==> src/include/gtl_pkg.sv <==
package gtl_pkg;

  ////////////////////////////////////////////////////////////////////////////
  // Clock and chip access timing
  localparam int CLK_NS      = 10;
  localparam int T_STROBE_NS = 150;
  localparam int STROBE_CYC  = (T_STROBE_NS + CLK_NS - 1) / CLK_NS;
  localparam int CNT_W       = 5;
  localparam logic [CNT_W-1:0] STROBE_LAST = CNT_W'(STROBE_CYC - 1);

  ////////////////////////////////////////////////////////////////////////////
  // Chip register offsets
  localparam logic [7:0] OFS_INT0 = 8'hC0;
  localparam logic [7:0] OFS_IRQ1 = 8'hC2;
  localparam logic [7:0] OFS_ADST = 8'hC4;
  localparam logic [7:0] OFS_AUX  = 8'hC6;
  localparam logic [7:0] OFS_ADDR = 8'hC8;
  localparam logic [7:0] OFS_POLL = 8'hCA;
  localparam logic [7:0] OFS_CPT  = 8'hCC;
  localparam logic [7:0] OFS_DATA = 8'hCE;
  localparam int SEL_W = 3;

  // Interrupt register bits
  localparam int BIT_BYTE_RECEIVED   = 5;
  localparam int BIT_BYTE_SENT       = 4;
  localparam int BIT_END             = 3;
  localparam int BIT_POLL_ACTIVE     = 2;
  localparam int BIT_ADDRESS_CHANGE  = 0;
  localparam int BIT_UNKNOWN_COMMAND = 5;
  localparam int BIT_SECONDARY_PASS  = 4;
  localparam int BIT_ADDRESSED       = 2;
  localparam logic [7:0] ONE_HOT    = 8'h01;

  // Auxiliary commands
  localparam int AUX_CS_BIT = 7;
  localparam logic [4:0] AUX_SWRST = 5'h00;
  localparam logic [4:0] AUX_DACR  = 5'h01;
  localparam logic [4:0] AUX_FEOI  = 5'h08;
  localparam logic [4:0] AUX_DAI   = 5'h13;

  // Poll byte and secondary group
  localparam int CODE_W  = 7;
  localparam int ADDR_W  = 5;
  localparam logic [1:0] SCG_TAG = 2'h3;

  ////////////////////////////////////////////////////////////////////////////
  // Own Wishbone registers
  localparam int WB_AW = 8;
  localparam int WB_DW = 32;
  localparam logic [WB_AW-1:0] WB_CFG  = 8'h00;
  localparam logic [WB_AW-1:0] WB_POLL = 8'h04;
  localparam logic [WB_AW-1:0] WB_TX   = 8'h08;
  localparam logic [WB_AW-1:0] WB_RX   = 8'h0C;
  localparam logic [WB_AW-1:0] WB_STAT = 8'h10;
  localparam logic [WB_AW-1:0] WB_AUX  = 8'h14;
  localparam int CFG_SEC_LSB   = 8;
  localparam int CFG_MODE_BIT  = 16;
  localparam int CFG_IOFF_BIT  = 17;
  localparam int POLL_REQ_BIT  = 7;
  localparam int TX_LAST_BIT   = 8;
  localparam int RX_END_BIT    = 8;
  localparam int RX_VALID_BIT  = 9;
  localparam int ST_BUSY_BIT   = 0;
  localparam int ST_TXFULL_BIT = 1;
  localparam int ST_RXVAL_BIT  = 2;
  localparam int ST_RSV_BIT    = 3;
  localparam int ST_READY_BIT  = 4;
  localparam int ST_EV0_LSB    = 8;
  localparam int ST_EV1_LSB    = 16;

  function automatic logic [SEL_W-1:0] reg_sel(input logic [7:0] ofs);
    logic [7:0] d;
    d = ofs - OFS_INT0;
    return d[SEL_W:1];
  endfunction

  function automatic logic [7:0] aux_byte(input logic cs,
                                          input logic [4:0] code);
    logic [7:0] b;
    b = {3'h0, code};
    b[AUX_CS_BIT] = cs;
    return b;
  endfunction

  function automatic logic [7:0] poll_byte(input logic rsv,
                                           input logic [CODE_W-1:0] c);
    return {c[CODE_W-1], rsv, c[CODE_W-2:0]};
  endfunction

endpackage

==> src/include/gtl_chip_if.sv <==
interface gtl_chip_if;
  logic                     req;
  logic                     wr;
  logic [gtl_pkg::SEL_W-1:0] sel;
  logic [7:0]               wdata;
  logic                     done;
  logic [7:0]               rdata;

  modport ctrl (output req, wr, sel, wdata, input done, rdata);
  modport port (input req, wr, sel, wdata, output done, rdata);
endinterface

==> src/hdl/gtl_chip_port.sv <==
module gtl_chip_port
  import gtl_pkg::*;
(
  // Clock and reset
  input  wire logic              clk,
  input  wire logic              arst_n,
  input  wire logic              clk_en,
  // Sequencer side
  gtl_chip_if.port               bus,
  // Chip register port
  output logic [gtl_pkg::SEL_W-1:0] chip_sel,
  output logic                   chip_ce_n,
  output logic                   chip_we_n,
  output logic                   chip_rd,
  input  wire logic [7:0]        chip_d_in,
  output logic [7:0]             chip_d_out,
  output logic                   chip_d_oe
);

  typedef enum logic [1:0] {P_IDLE, P_SETUP, P_STROBE, P_DONE} gtl_pst_t;
  typedef struct packed {
    gtl_pst_t         st;
    logic [CNT_W-1:0] cnt;
    logic [SEL_W-1:0] sel;
    logic             wr;
    logic [7:0]       wdata;
    logic [7:0]       rdata;
  } gtl_port_t;

  gtl_port_t r;
  gtl_port_t next_r;

  ////////////////////////////////////////////////////////////////////////////
  // Access sequence
  always_comb
  begin
    next_r = r;
    unique case (r.st)
      P_IDLE:
        if (bus.req)
        begin
          next_r.st    = P_SETUP;
          next_r.sel   = bus.sel;
          next_r.wr    = bus.wr;
          next_r.wdata = bus.wdata;
        end
      P_SETUP:
      begin
        next_r.st  = P_STROBE;
        next_r.cnt = '0;
      end
      P_STROBE:
        if (r.cnt == STROBE_LAST)
        begin
          next_r.st    = P_DONE;
          next_r.rdata = r.wr ? r.rdata : chip_d_in;
        end
        else
          next_r.cnt = r.cnt + CNT_W'(1);
      P_DONE:
        next_r.st = P_IDLE;
    endcase
  end

  always_ff @(posedge clk or negedge arst_n)
  begin
    if (!arst_n)
      r <= '0;
    else if (clk_en)
      r <= next_r;
  end

  ////////////////////////////////////////////////////////////////////////////
  // Pins
  assign bus.done   = (r.st == P_DONE);
  assign bus.rdata  = r.rdata;
  assign chip_sel   = r.sel;
  assign chip_ce_n  = (r.st != P_STROBE);
  assign chip_we_n  = !((r.st == P_STROBE) && r.wr);
  assign chip_rd    = !r.wr && (r.st != P_IDLE);
  assign chip_d_out = r.wdata;
  assign chip_d_oe  = r.wr && (r.st != P_IDLE);

endmodule // gtl_chip_port

==> src/hdl/gtl_host.sv <==
//////////////////////////////////////////////////////////////////////////////
// Function
// To stop a listener, an unlisten command must be sent.
// Without pass bit, device answers primary addresses, goes active at once.
// Primary active state lasts until unlisten, untalk or other talk address.
// A new primary command drops the primary addressed state.
// With pass bit set, own address only gives primary addressed state.
// Secondary after own primary raises pass event and holds handshake.
// Host reads passed secondary; if valid releases with set bit one.
// Foreign secondary: release with set bit zero; stays primary addressed.
// Sixteen interrupt sources, one status bit each in two registers.
// Enabled, unmasked event sets summary bit and pulls interrupt low.
// Reading an interrupt status register clears it.
// Event during a status read is kept and set afterwards.
// Disable-all keeps status bits but holds interrupt output high.
// Disable-all leaves holdoffs on unknown addresses or commands intact.
// Request-service bit raises service request; poll drops it again.
// Host clears request-service after service, before the next request.
// Other seven poll bits hold a host code used as poll response.
// Bytes travel on eight lines, line one least significant.
// Under attention only addresses and commands; then only addressed parties.
// Talker marks last byte with end; listener treats it as last.
// Talker waits for ready; data valid only after a stable byte.
// Listener holds not-accepted until byte is captured.
// Data written out appears on the bus with true as low level.
// Incoming bus lines are synchronised before use.
module gtl_host
  import gtl_pkg::*;
(
  // Clock, reset, enable
  input  wire logic                      clk,
  input  wire logic                      arst_n,
  input  wire logic                      clk_en,
  // Wishbone slave
  input  wire logic                      wb_cyc,
  input  wire logic                      wb_stb,
  input  wire logic                      wb_we,
  input  wire logic [gtl_pkg::WB_AW-1:0] wb_adr,
  input  wire logic [3:0]                wb_sel,
  input  wire logic [gtl_pkg::WB_DW-1:0] wb_wdata,
  output logic [gtl_pkg::WB_DW-1:0]      wb_rdata,
  output logic                           wb_ack,
  // Chip register port
  output logic [gtl_pkg::SEL_W-1:0]      chip_sel,
  output logic                           chip_ce_n,
  output logic                           chip_we_n,
  output logic                           chip_rd,
  input  wire logic [7:0]                chip_d_in,
  output logic [7:0]                     chip_d_out,
  output logic                           chip_d_oe,
  input  wire logic                      chip_int_n
);

  import gtl_pkg::*;

  typedef enum logic [3:0] {
    S_IDLE, S_RST, S_ADDR, S_MASK0, S_MASK1, S_DAI, S_INT0, S_IRQ1,
    S_CPT, S_RELEASE, S_DIN, S_POLL, S_FEOI, S_DOUT, S_AUX
  } gtl_seq_t;

  typedef struct packed {
    gtl_seq_t          st;
    logic              ack;
    logic [WB_DW-1:0]  rdata;
    logic [ADDR_W-1:0] own_addr;
    logic [ADDR_W-1:0] sec_addr;
    logic              sec_mode;
    logic              int_off;
    logic              cfg_done;
    logic [CODE_W-1:0] poll_code;
    logic              rsv;
    logic              poll_dirty;
    logic [7:0]        tx_byte;
    logic              tx_last;
    logic              tx_full;
    logic              tx_ready;
    logic [7:0]        rx_byte;
    logic              rx_end;
    logic              rx_valid;
    logic              end_seen;
    logic              pend_din;
    logic              pend_cpt;
    logic [7:0]        cpt_byte;
    logic [7:0]        ev0;
    logic [7:0]        ev1;
    logic [7:0]        aux_cmd;
    logic              aux_req;
    logic              req;
    logic              wr;
    logic [SEL_W-1:0]  sel;
    logic [7:0]        wdata;
  } gtl_host_t;

  localparam logic [7:0] MASK0 = (ONE_HOT << BIT_BYTE_RECEIVED)
                               | (ONE_HOT << BIT_BYTE_SENT)
                               | (ONE_HOT << BIT_END)
                               | (ONE_HOT << BIT_POLL_ACTIVE)
                               | (ONE_HOT << BIT_ADDRESS_CHANGE);
  localparam logic [7:0] MASK1 = (ONE_HOT << BIT_UNKNOWN_COMMAND)
                               | (ONE_HOT << BIT_ADDRESSED);

  gtl_host_t r;
  gtl_host_t next_r;

  gtl_chip_if cif ();

  ////////////////////////////////////////////////////////////////////////////
  // Helpers
  function automatic gtl_host_t launch(input gtl_host_t s,
                                       input gtl_seq_t st,
                                       input logic wr,
                                       input logic [7:0] ofs,
                                       input logic [7:0] d);
    gtl_host_t o;
    o       = s;
    o.st    = st;
    o.req   = 1'b1;
    o.wr    = wr;
    o.sel   = reg_sel(ofs);
    o.wdata = d;
    return o;
  endfunction

  function automatic logic own_secondary(input logic [7:0] c,
                                         input logic [ADDR_W-1:0] a);
    return (c[ADDR_W+1:ADDR_W] == SCG_TAG) && (c[ADDR_W-1:0] == a);
  endfunction

  ////////////////////////////////////////////////////////////////////////////
  // Next state
  logic       take;
  logic       cfg_wr;
  logic       poll_wr;
  logic       tx_wr;
  logic       aux_wr;
  logic       rx_take;
  logic [7:0] clr0;
  logic [7:0] clr1;
  logic [7:0] rd;

  always_comb
  begin
    next_r  = r;
    take    = wb_cyc && wb_stb && !r.ack;
    cfg_wr  = 1'b0;
    poll_wr = 1'b0;
    tx_wr   = 1'b0;
    aux_wr  = 1'b0;
    rx_take = 1'b0;
    clr0    = '0;
    clr1    = '0;
    rd      = cif.rdata;
    next_r.ack = take;

    // Software access
    if (take)
    begin
      next_r.rdata = '0;
      case (wb_adr)
        WB_CFG:
        begin
          next_r.rdata[ADDR_W-1:0]              = r.own_addr;
          next_r.rdata[CFG_SEC_LSB +: ADDR_W]   = r.sec_addr;
          next_r.rdata[CFG_MODE_BIT]            = r.sec_mode;
          next_r.rdata[CFG_IOFF_BIT]            = r.int_off;
          if (wb_we)
          begin
            cfg_wr = 1'b1;
            if (wb_sel[0])
              next_r.own_addr = wb_wdata[ADDR_W-1:0];
            if (wb_sel[1])
              next_r.sec_addr = wb_wdata[CFG_SEC_LSB +: ADDR_W];
            if (wb_sel[2])
            begin
              next_r.sec_mode = wb_wdata[CFG_MODE_BIT];
              next_r.int_off  = wb_wdata[CFG_IOFF_BIT];
            end
          end
        end
        WB_POLL:
        begin
          next_r.rdata[CODE_W-1:0]   = r.poll_code;
          next_r.rdata[POLL_REQ_BIT] = r.rsv;
          if (wb_we && wb_sel[0])
            poll_wr = 1'b1;
        end
        WB_TX:
        begin
          next_r.rdata[7:0]        = r.tx_byte;
          next_r.rdata[TX_LAST_BIT] = r.tx_last;
          if (wb_we && wb_sel[0] && !r.tx_full)
            tx_wr = 1'b1;
        end
        WB_RX:
        begin
          next_r.rdata[7:0]          = r.rx_byte;
          next_r.rdata[RX_END_BIT]   = r.rx_end;
          next_r.rdata[RX_VALID_BIT] = r.rx_valid;
          rx_take = !wb_we;
        end
        WB_STAT:
        begin
          next_r.rdata[ST_BUSY_BIT]       = (r.st != S_IDLE);
          next_r.rdata[ST_TXFULL_BIT]     = r.tx_full;
          next_r.rdata[ST_RXVAL_BIT]      = r.rx_valid;
          next_r.rdata[ST_RSV_BIT]        = r.rsv;
          next_r.rdata[ST_READY_BIT]      = r.tx_ready;
          next_r.rdata[ST_EV0_LSB +: 8]   = r.ev0;
          next_r.rdata[ST_EV1_LSB +: 8]   = r.ev1;
          if (wb_we && wb_sel[1])
            clr0 = wb_wdata[ST_EV0_LSB +: 8];
          if (wb_we && wb_sel[2])
            clr1 = wb_wdata[ST_EV1_LSB +: 8];
        end
        WB_AUX:
        begin
          next_r.rdata[7:0] = r.aux_cmd;
          if (wb_we && wb_sel[0] && !r.aux_req)
            aux_wr = 1'b1;
        end
        default:
          next_r.rdata = '0;
      endcase
    end

    // Sequencer
    next_r.ev0      = r.ev0 & ~clr0;
    next_r.ev1      = r.ev1 & ~clr1;
    next_r.rx_valid = r.rx_valid && !rx_take;
    unique case (r.st)
      S_IDLE:
        if (!r.cfg_done)
          next_r = launch(next_r, S_RST, 1'b1, OFS_AUX,
                          aux_byte(1'b0, AUX_SWRST));
        else if (r.aux_req)
          next_r = launch(next_r, S_AUX, 1'b1, OFS_AUX, r.aux_cmd);
        else if (r.pend_cpt)
          next_r = launch(next_r, S_CPT, 1'b0, OFS_CPT, '0);
        else if (r.pend_din && !r.rx_valid)
          next_r = launch(next_r, S_DIN, 1'b0, OFS_DATA, '0);
        else if (r.poll_dirty)
          next_r = launch(next_r, S_POLL, 1'b1, OFS_POLL,
                          poll_byte(r.rsv, r.poll_code));
        else if (r.tx_full && r.tx_ready && r.tx_last)
          next_r = launch(next_r, S_FEOI, 1'b1, OFS_AUX,
                          aux_byte(1'b0, AUX_FEOI));
        else if (r.tx_full && r.tx_ready)
          next_r = launch(next_r, S_DOUT, 1'b1, OFS_DATA, r.tx_byte);
        else if (r.int_off || !chip_int_n)
          next_r = launch(next_r, S_INT0, 1'b0, OFS_INT0, '0);
      default:
        if (cif.done)
        begin
          next_r.req = 1'b0;
          next_r.st  = S_IDLE;
          unique case (r.st)
            S_RST:
              next_r = launch(next_r, S_ADDR, 1'b1, OFS_ADDR,
                              {3'h0, r.own_addr});
            S_ADDR:
              next_r = launch(next_r, S_MASK0, 1'b1, OFS_INT0, MASK0);
            S_MASK1:
              next_r = launch(next_r, S_DAI, 1'b1, OFS_AUX,
                              aux_byte(r.int_off, AUX_DAI));
            S_MASK0:
              next_r = launch(next_r, S_MASK1, 1'b1, OFS_IRQ1,
                              MASK1 | ({7'h0, r.sec_mode}
                                       << BIT_SECONDARY_PASS));
            S_DAI:
              next_r.cfg_done = 1'b1;
            S_INT0:
            begin
              next_r.ev0 = next_r.ev0 | rd;
              if (rd[BIT_BYTE_RECEIVED])
                next_r.pend_din = 1'b1;
              if (rd[BIT_END])
                next_r.end_seen = 1'b1;
              if (rd[BIT_BYTE_SENT])
                next_r.tx_ready = 1'b1;
              if (rd[BIT_POLL_ACTIVE] && r.rsv)
              begin
                next_r.rsv        = 1'b0;
                next_r.poll_dirty = 1'b1;
              end
              next_r = launch(next_r, S_IRQ1, 1'b0, OFS_IRQ1, '0);
            end
            S_IRQ1:
            begin
              next_r.ev1 = next_r.ev1 | rd;
              if (rd[BIT_SECONDARY_PASS])
                next_r.pend_cpt = 1'b1;
            end
            S_CPT:
            begin
              next_r.cpt_byte = rd;
              next_r.pend_cpt = 1'b0;
              next_r = launch(next_r, S_RELEASE, 1'b1, OFS_AUX,
                              aux_byte(own_secondary(rd, r.sec_addr),
                                       AUX_DACR));
            end
            S_DIN:
            begin
              next_r.rx_byte  = rd;
              next_r.rx_valid = 1'b1;
              next_r.rx_end   = r.end_seen;
              next_r.end_seen = 1'b0;
              next_r.pend_din = 1'b0;
            end
            S_POLL:
              next_r.poll_dirty = 1'b0;
            S_FEOI:
              next_r = launch(next_r, S_DOUT, 1'b1, OFS_DATA,
                              r.tx_byte);
            S_DOUT:
            begin
              next_r.tx_full  = 1'b0;
              next_r.tx_ready = 1'b0;
            end
            S_AUX:
              next_r.aux_req = 1'b0;
            S_RELEASE:
              next_r.st = S_IDLE;
            default:
              next_r.st = S_IDLE;
          endcase
        end
    endcase

    // Software requests, after the sequencer so they are not lost
    if (cfg_wr)
      next_r.cfg_done = 1'b0;
    if (poll_wr)
    begin
      next_r.poll_code  = wb_wdata[CODE_W-1:0];
      if (!(r.rsv && wb_wdata[POLL_REQ_BIT]))
        next_r.rsv = wb_wdata[POLL_REQ_BIT];
      next_r.poll_dirty = 1'b1;
    end
    if (tx_wr)
    begin
      next_r.tx_byte = wb_wdata[7:0];
      next_r.tx_last = wb_wdata[TX_LAST_BIT];
      next_r.tx_full = 1'b1;
    end
    if (aux_wr)
    begin
      next_r.aux_cmd = wb_wdata[7:0];
      next_r.aux_req = 1'b1;
    end
  end

  always_ff @(posedge clk or negedge arst_n)
  begin
    if (!arst_n)
      r <= '0;
    else if (clk_en)
      r <= next_r;
  end

  ////////////////////////////////////////////////////////////////////////////
  // Chip port
  assign cif.req   = r.req;
  assign cif.wr    = r.wr;
  assign cif.sel   = r.sel;
  assign cif.wdata = r.wdata;

  gtl_chip_port u_port (
    .clk        (clk),
    .arst_n     (arst_n),
    .clk_en     (clk_en),
    .bus        (cif.port),
    .chip_sel   (chip_sel),
    .chip_ce_n  (chip_ce_n),
    .chip_we_n  (chip_we_n),
    .chip_rd    (chip_rd),
    .chip_d_in  (chip_d_in),
    .chip_d_out (chip_d_out),
    .chip_d_oe  (chip_d_oe)
  );

  ////////////////////////////////////////////////////////////////////////////
  // Bus outputs
  assign wb_rdata = r.rdata;
  assign wb_ack   = r.ack;

endmodule // gtl_host

==> config.mk <==
export PLATFORM = sky130hd
export DESIGN_NAME = gtl_host
export DESIGN_NICKNAME = d
export VERILOG_FILES = /design/src/include/gtl_pkg.sv /design/src/include/gtl_chip_if.sv /design/src/hdl/gtl_chip_port.sv /design/src/hdl/gtl_host.sv
export SDC_FILE = /design/constraint.sdc
export NUM_CORES = 1
export LEC_CHECK = 0
export BUFFER_PORTS_ARGS = -buffer_cell sky130_fd_sc_hd__buf_2
export CAP_MARGIN = 25
export CORE_ASPECT_RATIO = 1.25
export CORE_MARGIN = 2
export CORE_UTILIZATION = 40
export DETAILED_ROUTE_END_ITERATION = 8
export MAX_ROUTING_LAYER = met4
export PLACE_DENSITY = 0.58
export SKIP_LAST_GASP = 1
export SYNTH_ARGS = -nofsm -noshare
export SYNTH_HDL_FRONTEND = slang
export SYNTH_SLANG_ARGS = --single-unit
==> constraint.sdc <==
create_clock -name clk -period 2.6 [get_ports clk]
set_input_delay 0.39 -clock clk [delete_from_list [all_inputs] [get_ports clk]]
set_output_delay 0.39 -clock clk [all_outputs]
set_load 0.01 [all_outputs]
# [Word-level counts from Yosys, hierarchy flattened]
# Cells that the tools add are included.
[word_totals] regBits=148 elab_cells=221
[classes] add_sub_neg=1 eq_ne=43 muxes=69 bitwise=9 reduce_logical=64
[op_table] op="two-way mux 129 bit" n=10
[op_table] op="one-hot mux 13 bit (7 select lines)" n=1
[op_table] op="two-way mux 8 bit" n=7
[op_table] op="two-way mux 44 bit" n=1
[op_table] op="one-hot mux 16 bit (2 select lines)" n=1
[op_table] op="one-hot mux 5 bit (6 select lines)" n=1
[op_table] op="one-hot mux 4 bit (7 select lines)" n=1
[op_table] op="AND reduction 5 bit" n=5
[op_table] op="== test 4 bit (second input constant)" n=6
[op_table] op="two-way mux 12 bit" n=2
[op_table] op="one-hot mux 12 bit (2 select lines)" n=1
[op_table] op="two-way mux 1 bit" n=22
[op_table] op="two-way mux 9 bit" n=2
[op_table] op="nonzero test 3 bit" n=6
[op_table] op="logical AND 1 bit" n=17
[op_table] op="AND 8 bit" n=2
[op_table] op="== test 4 x 3 -> 1 bit (second input constant)" n=4
[op_table] op="== test 8 x 4 -> 1 bit (second input constant)" n=2
[op_table] op="== test 8 x 5 -> 1 bit (second input constant)" n=2
[op_table] op="NOT 8 bit" n=2
[op_table] op="bitwise OR 8 bit" n=2
[op_table] op="two-way mux 5 bit" n=3
[op_table] op="!= test 3 bit (second input constant)" n=5
[op_table] op="AND reduction 3 bit" n=5
[op_table] op="38 further kinds" n=76

# [Longest topological paths before layout]
# Gate-level depths: netlist of run 1.
[depth] word_depth=17 depth_mapped=9

# [By module]
# A second synthesis of run 1 with hierarchy kept.
[unflattened] cells_unflattened=700 area_unflattened_um2=7487.2
[modules_own_cells] module="gtl_host" instances=1 cells_each=587 area_each_um2=6082.1 seq_area_each_um2=2827.7
[modules_own_cells] module="gtl_chip_port" instances=1 cells_each=113 area_each_um2=1405.1 seq_area_each_um2=675.6

# [Worst setup path after synthesis of run 1]
# No wires, ideal clock.
[synth_timing] path_type="input port to flip-flop" from="input port wb_adr[2] (netlist bit)" to="register r[62] (netlist bit)" setup_ps=125 t_arrival_ps=1969 required_time_ps=2475 slack_ps=506 path_stages=6 n_path_buf=2 path_cell_list="buf_6 or3_4 or2_4 nor4_2 buf_4 mux2_2"
[synth_via] elab_chain_cells=4 elab_cells_between_ends=5
[synth_rtl] element="start: declaration" line_no="gtl_host.sv:38" rtl="input wire logic [gtl_pkg::WB_AW-1:0] wb_adr,"
[synth_rtl] element="== test 8 x 4 -> 1 bit *" line_no="gtl_host.sv:159" rtl="case (wb_adr)"
[synth_rtl] element="two-way mux 1 bit *" line_no="gtl_host.sv:159"
[synth_rtl] element="two-way mux 1 bit *" line_no="gtl_host.sv:156" rtl="if (take)"
[synth_rtl] element="two-way mux 10 bit / AND reduction 2 bit (equally long branches)"
[synth_rtl] element="end signal: assignment" line_no="gtl_host.sv:357" rtl="r <= next_r;"
[synth_rtl] element="end: declaration" line_no="gtl_host.sv:102" rtl="gtl_host_t r;"
# Every way passes the cells marked *; elsewhere a longest branch is shown, timed or not.
# A chain may end at the register's enable or synchronous reset.

# [Worst setup path in the final report of run 1]
[layout_timing] from="register r[126] (netlist bit)" to="register r[57] (netlist bit)"
[layout_via] elab_chain_cells=3 elab_cells_between_ends=7
[layout_rtl] element="== test 4 x 3 -> 1 bit / zero test 4 bit (equally long branches)" line_no="gtl_host.sv:256, gtl_host.sv:230"
[layout_rtl] element="NOT 1 bit (no line)"
[layout_rtl] element="AND reduction 5 bit (no line)"
# Several ways; a longest one is shown, not always the timed one.

==> results of run 1 <==
[final cells by class]
cell class,count,area [um2]
fillers,1683,9560
multi-input cells,478,3230
clock inverters,14,124
well taps,228,285
repair buffers,125,737
flip-flops and latches,140,3500
clock buffers,18,439
inverters,22,82.6
[power by group]
| part | switching [mW] | total (mW) | internal, mW |
|---|---|---|---|
| Clock | 1.04 | 2.32 | 1.28 |
| Sequential | 0.398 | 3.00 | 2.60 |
| Combinational | 1.18 | 2.03 | 0.849 |
| Total | 2.62 | 7.35 | 4.73 |
[path summary, 6_finish.rpt]
| kind | start | to | slack [ns] | depth (start not counted) |
|---|---|---|---|---|
| max in group asynchronous | arst_n | wb_rdata[23] | 1.37 | 3 |
| min in group asynchronous | arst_n | u_port.chip_d_out[5] | 0.52 | 2 |
| max reg2reg | r[126] | r[57] | 0.27 | 6 |
| min reg2reg | wb_rdata[10] | wb_rdata[10] | 0.47 | 2 |
| max | r[126] | r[57] | 0.27 | 6 |
| min | wb_wdata[13] | r[35] | 0.15 | 2 |
[cells in the final DEF (no fill, tap or decap), drive strengths merged, types with 5 or more instances in the layout]
master,netlist,final
dfrtp,140,140
nand3b,5,5
nand4,7,7
buf,54,124
and3,5,5
conb,1,8
ha,6,6
nor4,8,8
a31oi,15,15
mux2,65,65
a22oi,9,9
nor2,47,47
o31ai,10,10
clkbuf,31,18
nor2b,7,7
a21oi,33,33
nand2b,9,9
nand2,85,85
nor3,10,10
o21ai,42,42
a32oi,5,5
mux2i,14,14
nand3,14,14
a22o,25,25
inv,21,30
clkinv,1,6
[routing by layer]
metal  GRT usage  share of wire  up-vias
li1            -              -     2670
met1       0.261           0.41     2875
met2       0.365           0.50      211
met3      0.0468          0.055       47
met4      0.0862          0.031        0
met5           -              0        -
[cell families after synthesis]
family | after synthesis | share of synthesized area
muxes | 82 | 0.131
AOI/OAI and AO/OA | 165 | 0.149
xor gates and xnor gates | 7 | 0.00840
and+or+nand+nor | 210 | 0.139
other | 1 | 0.000514
buffers and inverters | 107 | 0.0809
adders and majority gates | 6 | 0.0103
DFF | 140 | 0.480
[critical path, delay by kind of cell (launching register included)]
family	cells	cell delay, ns
buffers and inverters	2	0.52
DFF	1	0.63
muxes	1	0.35
and+or+nand+nor	3	0.69
[state kept, by name, indices dropped and copies added (netlist names)]
name,flops
wb_ack,1
u_port.chip_d_out,8
wb_rdata,24
cif.sel,3
u_port.chip_sel,3
cif.req,1
cif.wdata,8
r,75
u_port.bus.rdata,8
cif.wr,1
u_port.r,8
[what timing repair did]
item                                   CTS  global route
endpoints found under the hold margin   52             0
resized for setup                        0             0
setup endpoints to repair                0             0
hold buffers                             1             0
setup buffers                            0             0
==> results.cfg, run 1 <==
[sta]
rsz0062_at_grt = false
fin_crit_sh = 0.896
fin_hold_ws_ns = 0.146
worst_pin_slew_ns = 0.633
finalHoldViolations = 0
setup_viol = 0
final.min_clock_period_ns = 2.33
max_freq_mhz = 429
tns_ns = 0
timing.final.ws_setup_ns = 0.271
maxSlewViolCount = 0
relSlewSlack = 0.575
fin_skew_ns = 0.0114

[placed_design]
hpwl_um = 15100
gp_congestion = 0.949
place_inst = 992
place_area_um2 = 7830
port_buffers = 89
place_ws_ns = 0.276

[worst_setup_path]
cp_slowest_cell = dfrtp_1
crit_type = flop to flop
crit_fanout = 14
cp.required_ns = 2.91
crit_arrival_ns = 2.64
crit_chain = buf_4 -> nor2b_1 -> nand3_1 -> nor3_1 -> buf_4 -> mux2_2
cp-start-kind = flop
crit_path_end_kind = flop
max_stage_delay_ns = 0.63
worst_path_most_repeated_cell = buf_4

[die]
fp.dieH_um = 155
start_util = 0.406
die_x_um = 125
ios = 107
dieArea_um2 = 19300
core_um2 = 18000
placementRows = 55

[power_and_ir_drop]
p_leak_nw = 3.97
power_density_nw_per_um2 = 875
power_mw = 7.35
peakVddDrop_mv = 0.488

[drt]
drt.antenna.violating_nets = 0
drtIter0Drc = 362
drt-total-wl_um = 20200
routedWlPerCell_um = 19.7
vias = 5803
viasPerCell = 5.66
firstDrtPassIters = 5
route.detailed.drc = 0

[global_route]
grt_pass1_wl_um = 32500
grt_overflow_total = 0
grt_max_degree = 56
grt_pass1_vias = 5896
track_usage = 0.219
antenna_found_initial = 0

[clocking]
numCtsBuffers = 17
clock_latency_ns = 0.43
cts_sinks = 140
clkTransAtPathRegs_ns = 0.06
h-tree-depth = 4
cts_buffer_depth = 2
cts_root_buffer = clkbuf_16
cts_tree = built

[synth]
synth_commonest_cells = dfrtp_1, nand2_1, mux2_2
synth_ff_type = dfrtp_1
yosysSeqAreaShare = 0.480
yosys_warnings = 0
synth_area_per_cell_um2 = 10.2
yosysTopAreaCellShare = 0.480
synth_seq_cells = 140
synth.most_common_cell = dfrtp_1
synth.distinct_cells = 62
synth_area_um2 = 7300
yosys-top-cells-area = dfrtp_1, mux2_2, buf_4
synth-edff-count = 0
netlist_instances = 718
synthArstFlopShare = 1.00
synth_top_area_cell = dfrtp_1

[layout]
num_antenna_cells = 0
drive_above_1_share = 0.291
syn2layout_area_growth_pct = 15.1
final_util = 0.468
stdcell_area_um2 = 8400
nNetsFinal = 849
fin_cells = 1025

[hold_path]
hold_path_class = primary input to flop

[run_status]
status = complete, no violations

[flow_run]
max_cap_violations = 0
(Power assumes the default switching activity.)
==> inputs of run 2 (changes only) <==
==> constraint.sdc (replaced) <==
create_clock -name clk -period 2.6 [get_ports clk]
set_input_delay 0.26 -clock clk [delete_from_list [all_inputs] [get_ports clk]]
set_output_delay 0.26 -clock clk [all_outputs]
set_load 0.01 [all_outputs]
==> run 2 against run 1 <==
Compared with the run above:
- clock power grew 11%
- critical path depth stayed put
- first-iteration DRC count grew 11%
- core utilization is 0.15 points higher
- final area is 0.31% higher
- critical path type unchanged
- largest power group unchanged
==> results.cfg, run 2 (synthesis gave the netlist of run 1 again) <==
[run_status]
status = complete, no violations

[sta]
maxSlewViolCount = 0
tns_ns = 0
setup_viol = 0
fin_hold_ws_ns = 0.0158
timing.final.ws_setup_ns = 0.258
rsz0062_at_grt = false
final.min_clock_period_ns = 2.34
fin_crit_sh = 0.901
fin_skew_ns = 0.00771
relSlewSlack = 0.489
worst_pin_slew_ns = 0.761
finalHoldViolations = 0
max_freq_mhz = 427

[layout]
nNetsFinal = 844
final_cell_mix = dfrtp_1, buf_2, nand2_1, mux2_2, nor2_1
n_fill_cell = 1720
final_common_cell = dfrtp_1
drive_above_1_share = 0.283
largest_register_ffs = 75
regMostFlops = r
num_antenna_cells = 0
fin_cells = 1019
syn2layout_area_growth_pct = 15.5
stdcell_area_um2 = 8430

[drt]
drt-total-wl_um = 20400
drt.antenna.violating_nets = 0
route.detailed.drc = 0
routedWlPerCell_um = 20.0
firstDrtPassIters = 5
viasPerCell = 5.59
vias = 5701
drtIter0Drc = 402

[worst_setup_path]
crit_path_end_kind = flop
crit_chain = buf_4 -> nor2b_1 -> nand3_1 -> nor3_1 -> buf_4 -> mux2_2
max_stage_delay_ns = 0.62
crit_type = flop to flop
reg2reg_from = r[126]
critPathLaunch = r[126]
worst-path-buf-inv = 2
cp_slowest_cell = dfrtp_1
crit_fanout = 14
cp.required_ns = 2.91
crit_arrival_ns = 2.65
cpLargestDelayFamily = simple AND/OR/NAND/NOR gates
cp-start-kind = flop
worst_path_most_repeated_cell = buf_4

[power_and_ir_drop]
p_leak_nw = 3.95
p_switching_mw = 2.57
power.share.clock = 0.339
peakVddDrop_mv = 0.435
power_frac_comb = 0.269
intPower_mw = 5.05
power_density_nw_per_um2 = 904
swShare = 0.337
seq_power_share = 0.392

[clocking]
cts_sinks = 140
cts_root_buffer = clkbuf_16
post_cts.repair.setup_buffers = 0
hold_buffers = 2
numCtsBuffers = 17
cts_resized = 0
cts_buffer_depth = 2
cts_tree = built
clkTransAtPathRegs_ns = 0.06
clock_latency_ns = 0.43
h-tree-depth = 4

[global_route]
track_usage = 0.222
grt_pass1_vias = 5931
grt_overflow_total = 0
grt_max_degree = 62
antenna_found_initial = 0
grt_pass1_wl_um = 32800

[die]
fp.dieH_um = 155
core_um2 = 18000
start_util = 0.406
die_x_um = 125
ios = 107
placementRows = 55
dieArea_um2 = 19300

[placed_design]
port_buffers = 89
gp_congestion = 0.970
hpwl_um = 14900
place_inst = 986
place_area_um2 = 7780
place_ws_ns = 0.328

[hold_path]
hp-start = wb_wdata[11]
hold_path_class = primary input to flop

[flow_run]
max_cap_violations = 0
==> run 2: cell types whose count changed in the layout (fill, tap and decap cells not counted), sizes merged <==
cell	previous run	this run
inv	30	21
clkinv	6	7
bufinv	0	4
buf	124	118
dlygate4sd3	1	2
clkinvlp	0	3
==> run 2: worst reg2reg max path: stages (launching register included) <==
cell     delay (ns)
dfrtp_1        0.62
buf_4          0.28
nor2b_1        0.33
nand3_1        0.19
nor3_1         0.18
buf_4          0.25
mux2_2         0.37
==> run 2: cell type report <==
type,count,area (um2),area share
Inverter,22,82.6,0.00980
Sequential cell,140,3500,0.416
Clock inverter,13,195,0.0232
Clock buffer,18,429,0.0509
Timing Repair Buffer,120,702,0.0833
Tap cell,228,285,0.0338
Multi-Input combinational cell,478,3230,0.383
==> run 2: power groups by stage <==
stage	combinational (mW)	sequential [mW]	clock [mW]
floorplan	1.54	2.84	0
global placement	1.98	3.01	0
detailed placement	2.03	3.03	0
CTS	2.04	2.99	2.62
global route	2.27	3.05	2.73
finish	2.05	2.99	2.58
==> run 2: per-layer routing <==
metal | up-vias | part of all wire | GRT usage
li1 | 2638 | - | -
met1 | 2805 | 0.41 | 0.267
met2 | 225 | 0.52 | 0.375
met3 | 33 | 0.054 | 0.0444
met4 | 0 | 0.020 | 0.0735
met5 | - | 0 | -
==> run 2: path summary, 6_finish.rpt <==
path                                         to  slack (ns)  cells past startpoint
setup / recovery                          r[57]        0.26                      6
setup reg to reg                          r[57]        0.26                      6
max in group asynchronous                 r[14]        1.50                      3
min in group asynchronous  u_port.chip_d_out[0]        0.37                      2
hold / removal                            r[33]        0.02                      2
hold reg to reg                    wb_rdata[10]        0.47                      2
==> run 2: through the flow <==
step / util / power (mW)
final: 0.469 / 7.62
after global routing: 0.469 / 8.05
after CTS: 0.469 / 7.65
after detailed placement: 0.433 / 5.06
after global placement: 0.433 / 4.99
after floorplan: - / 4.38
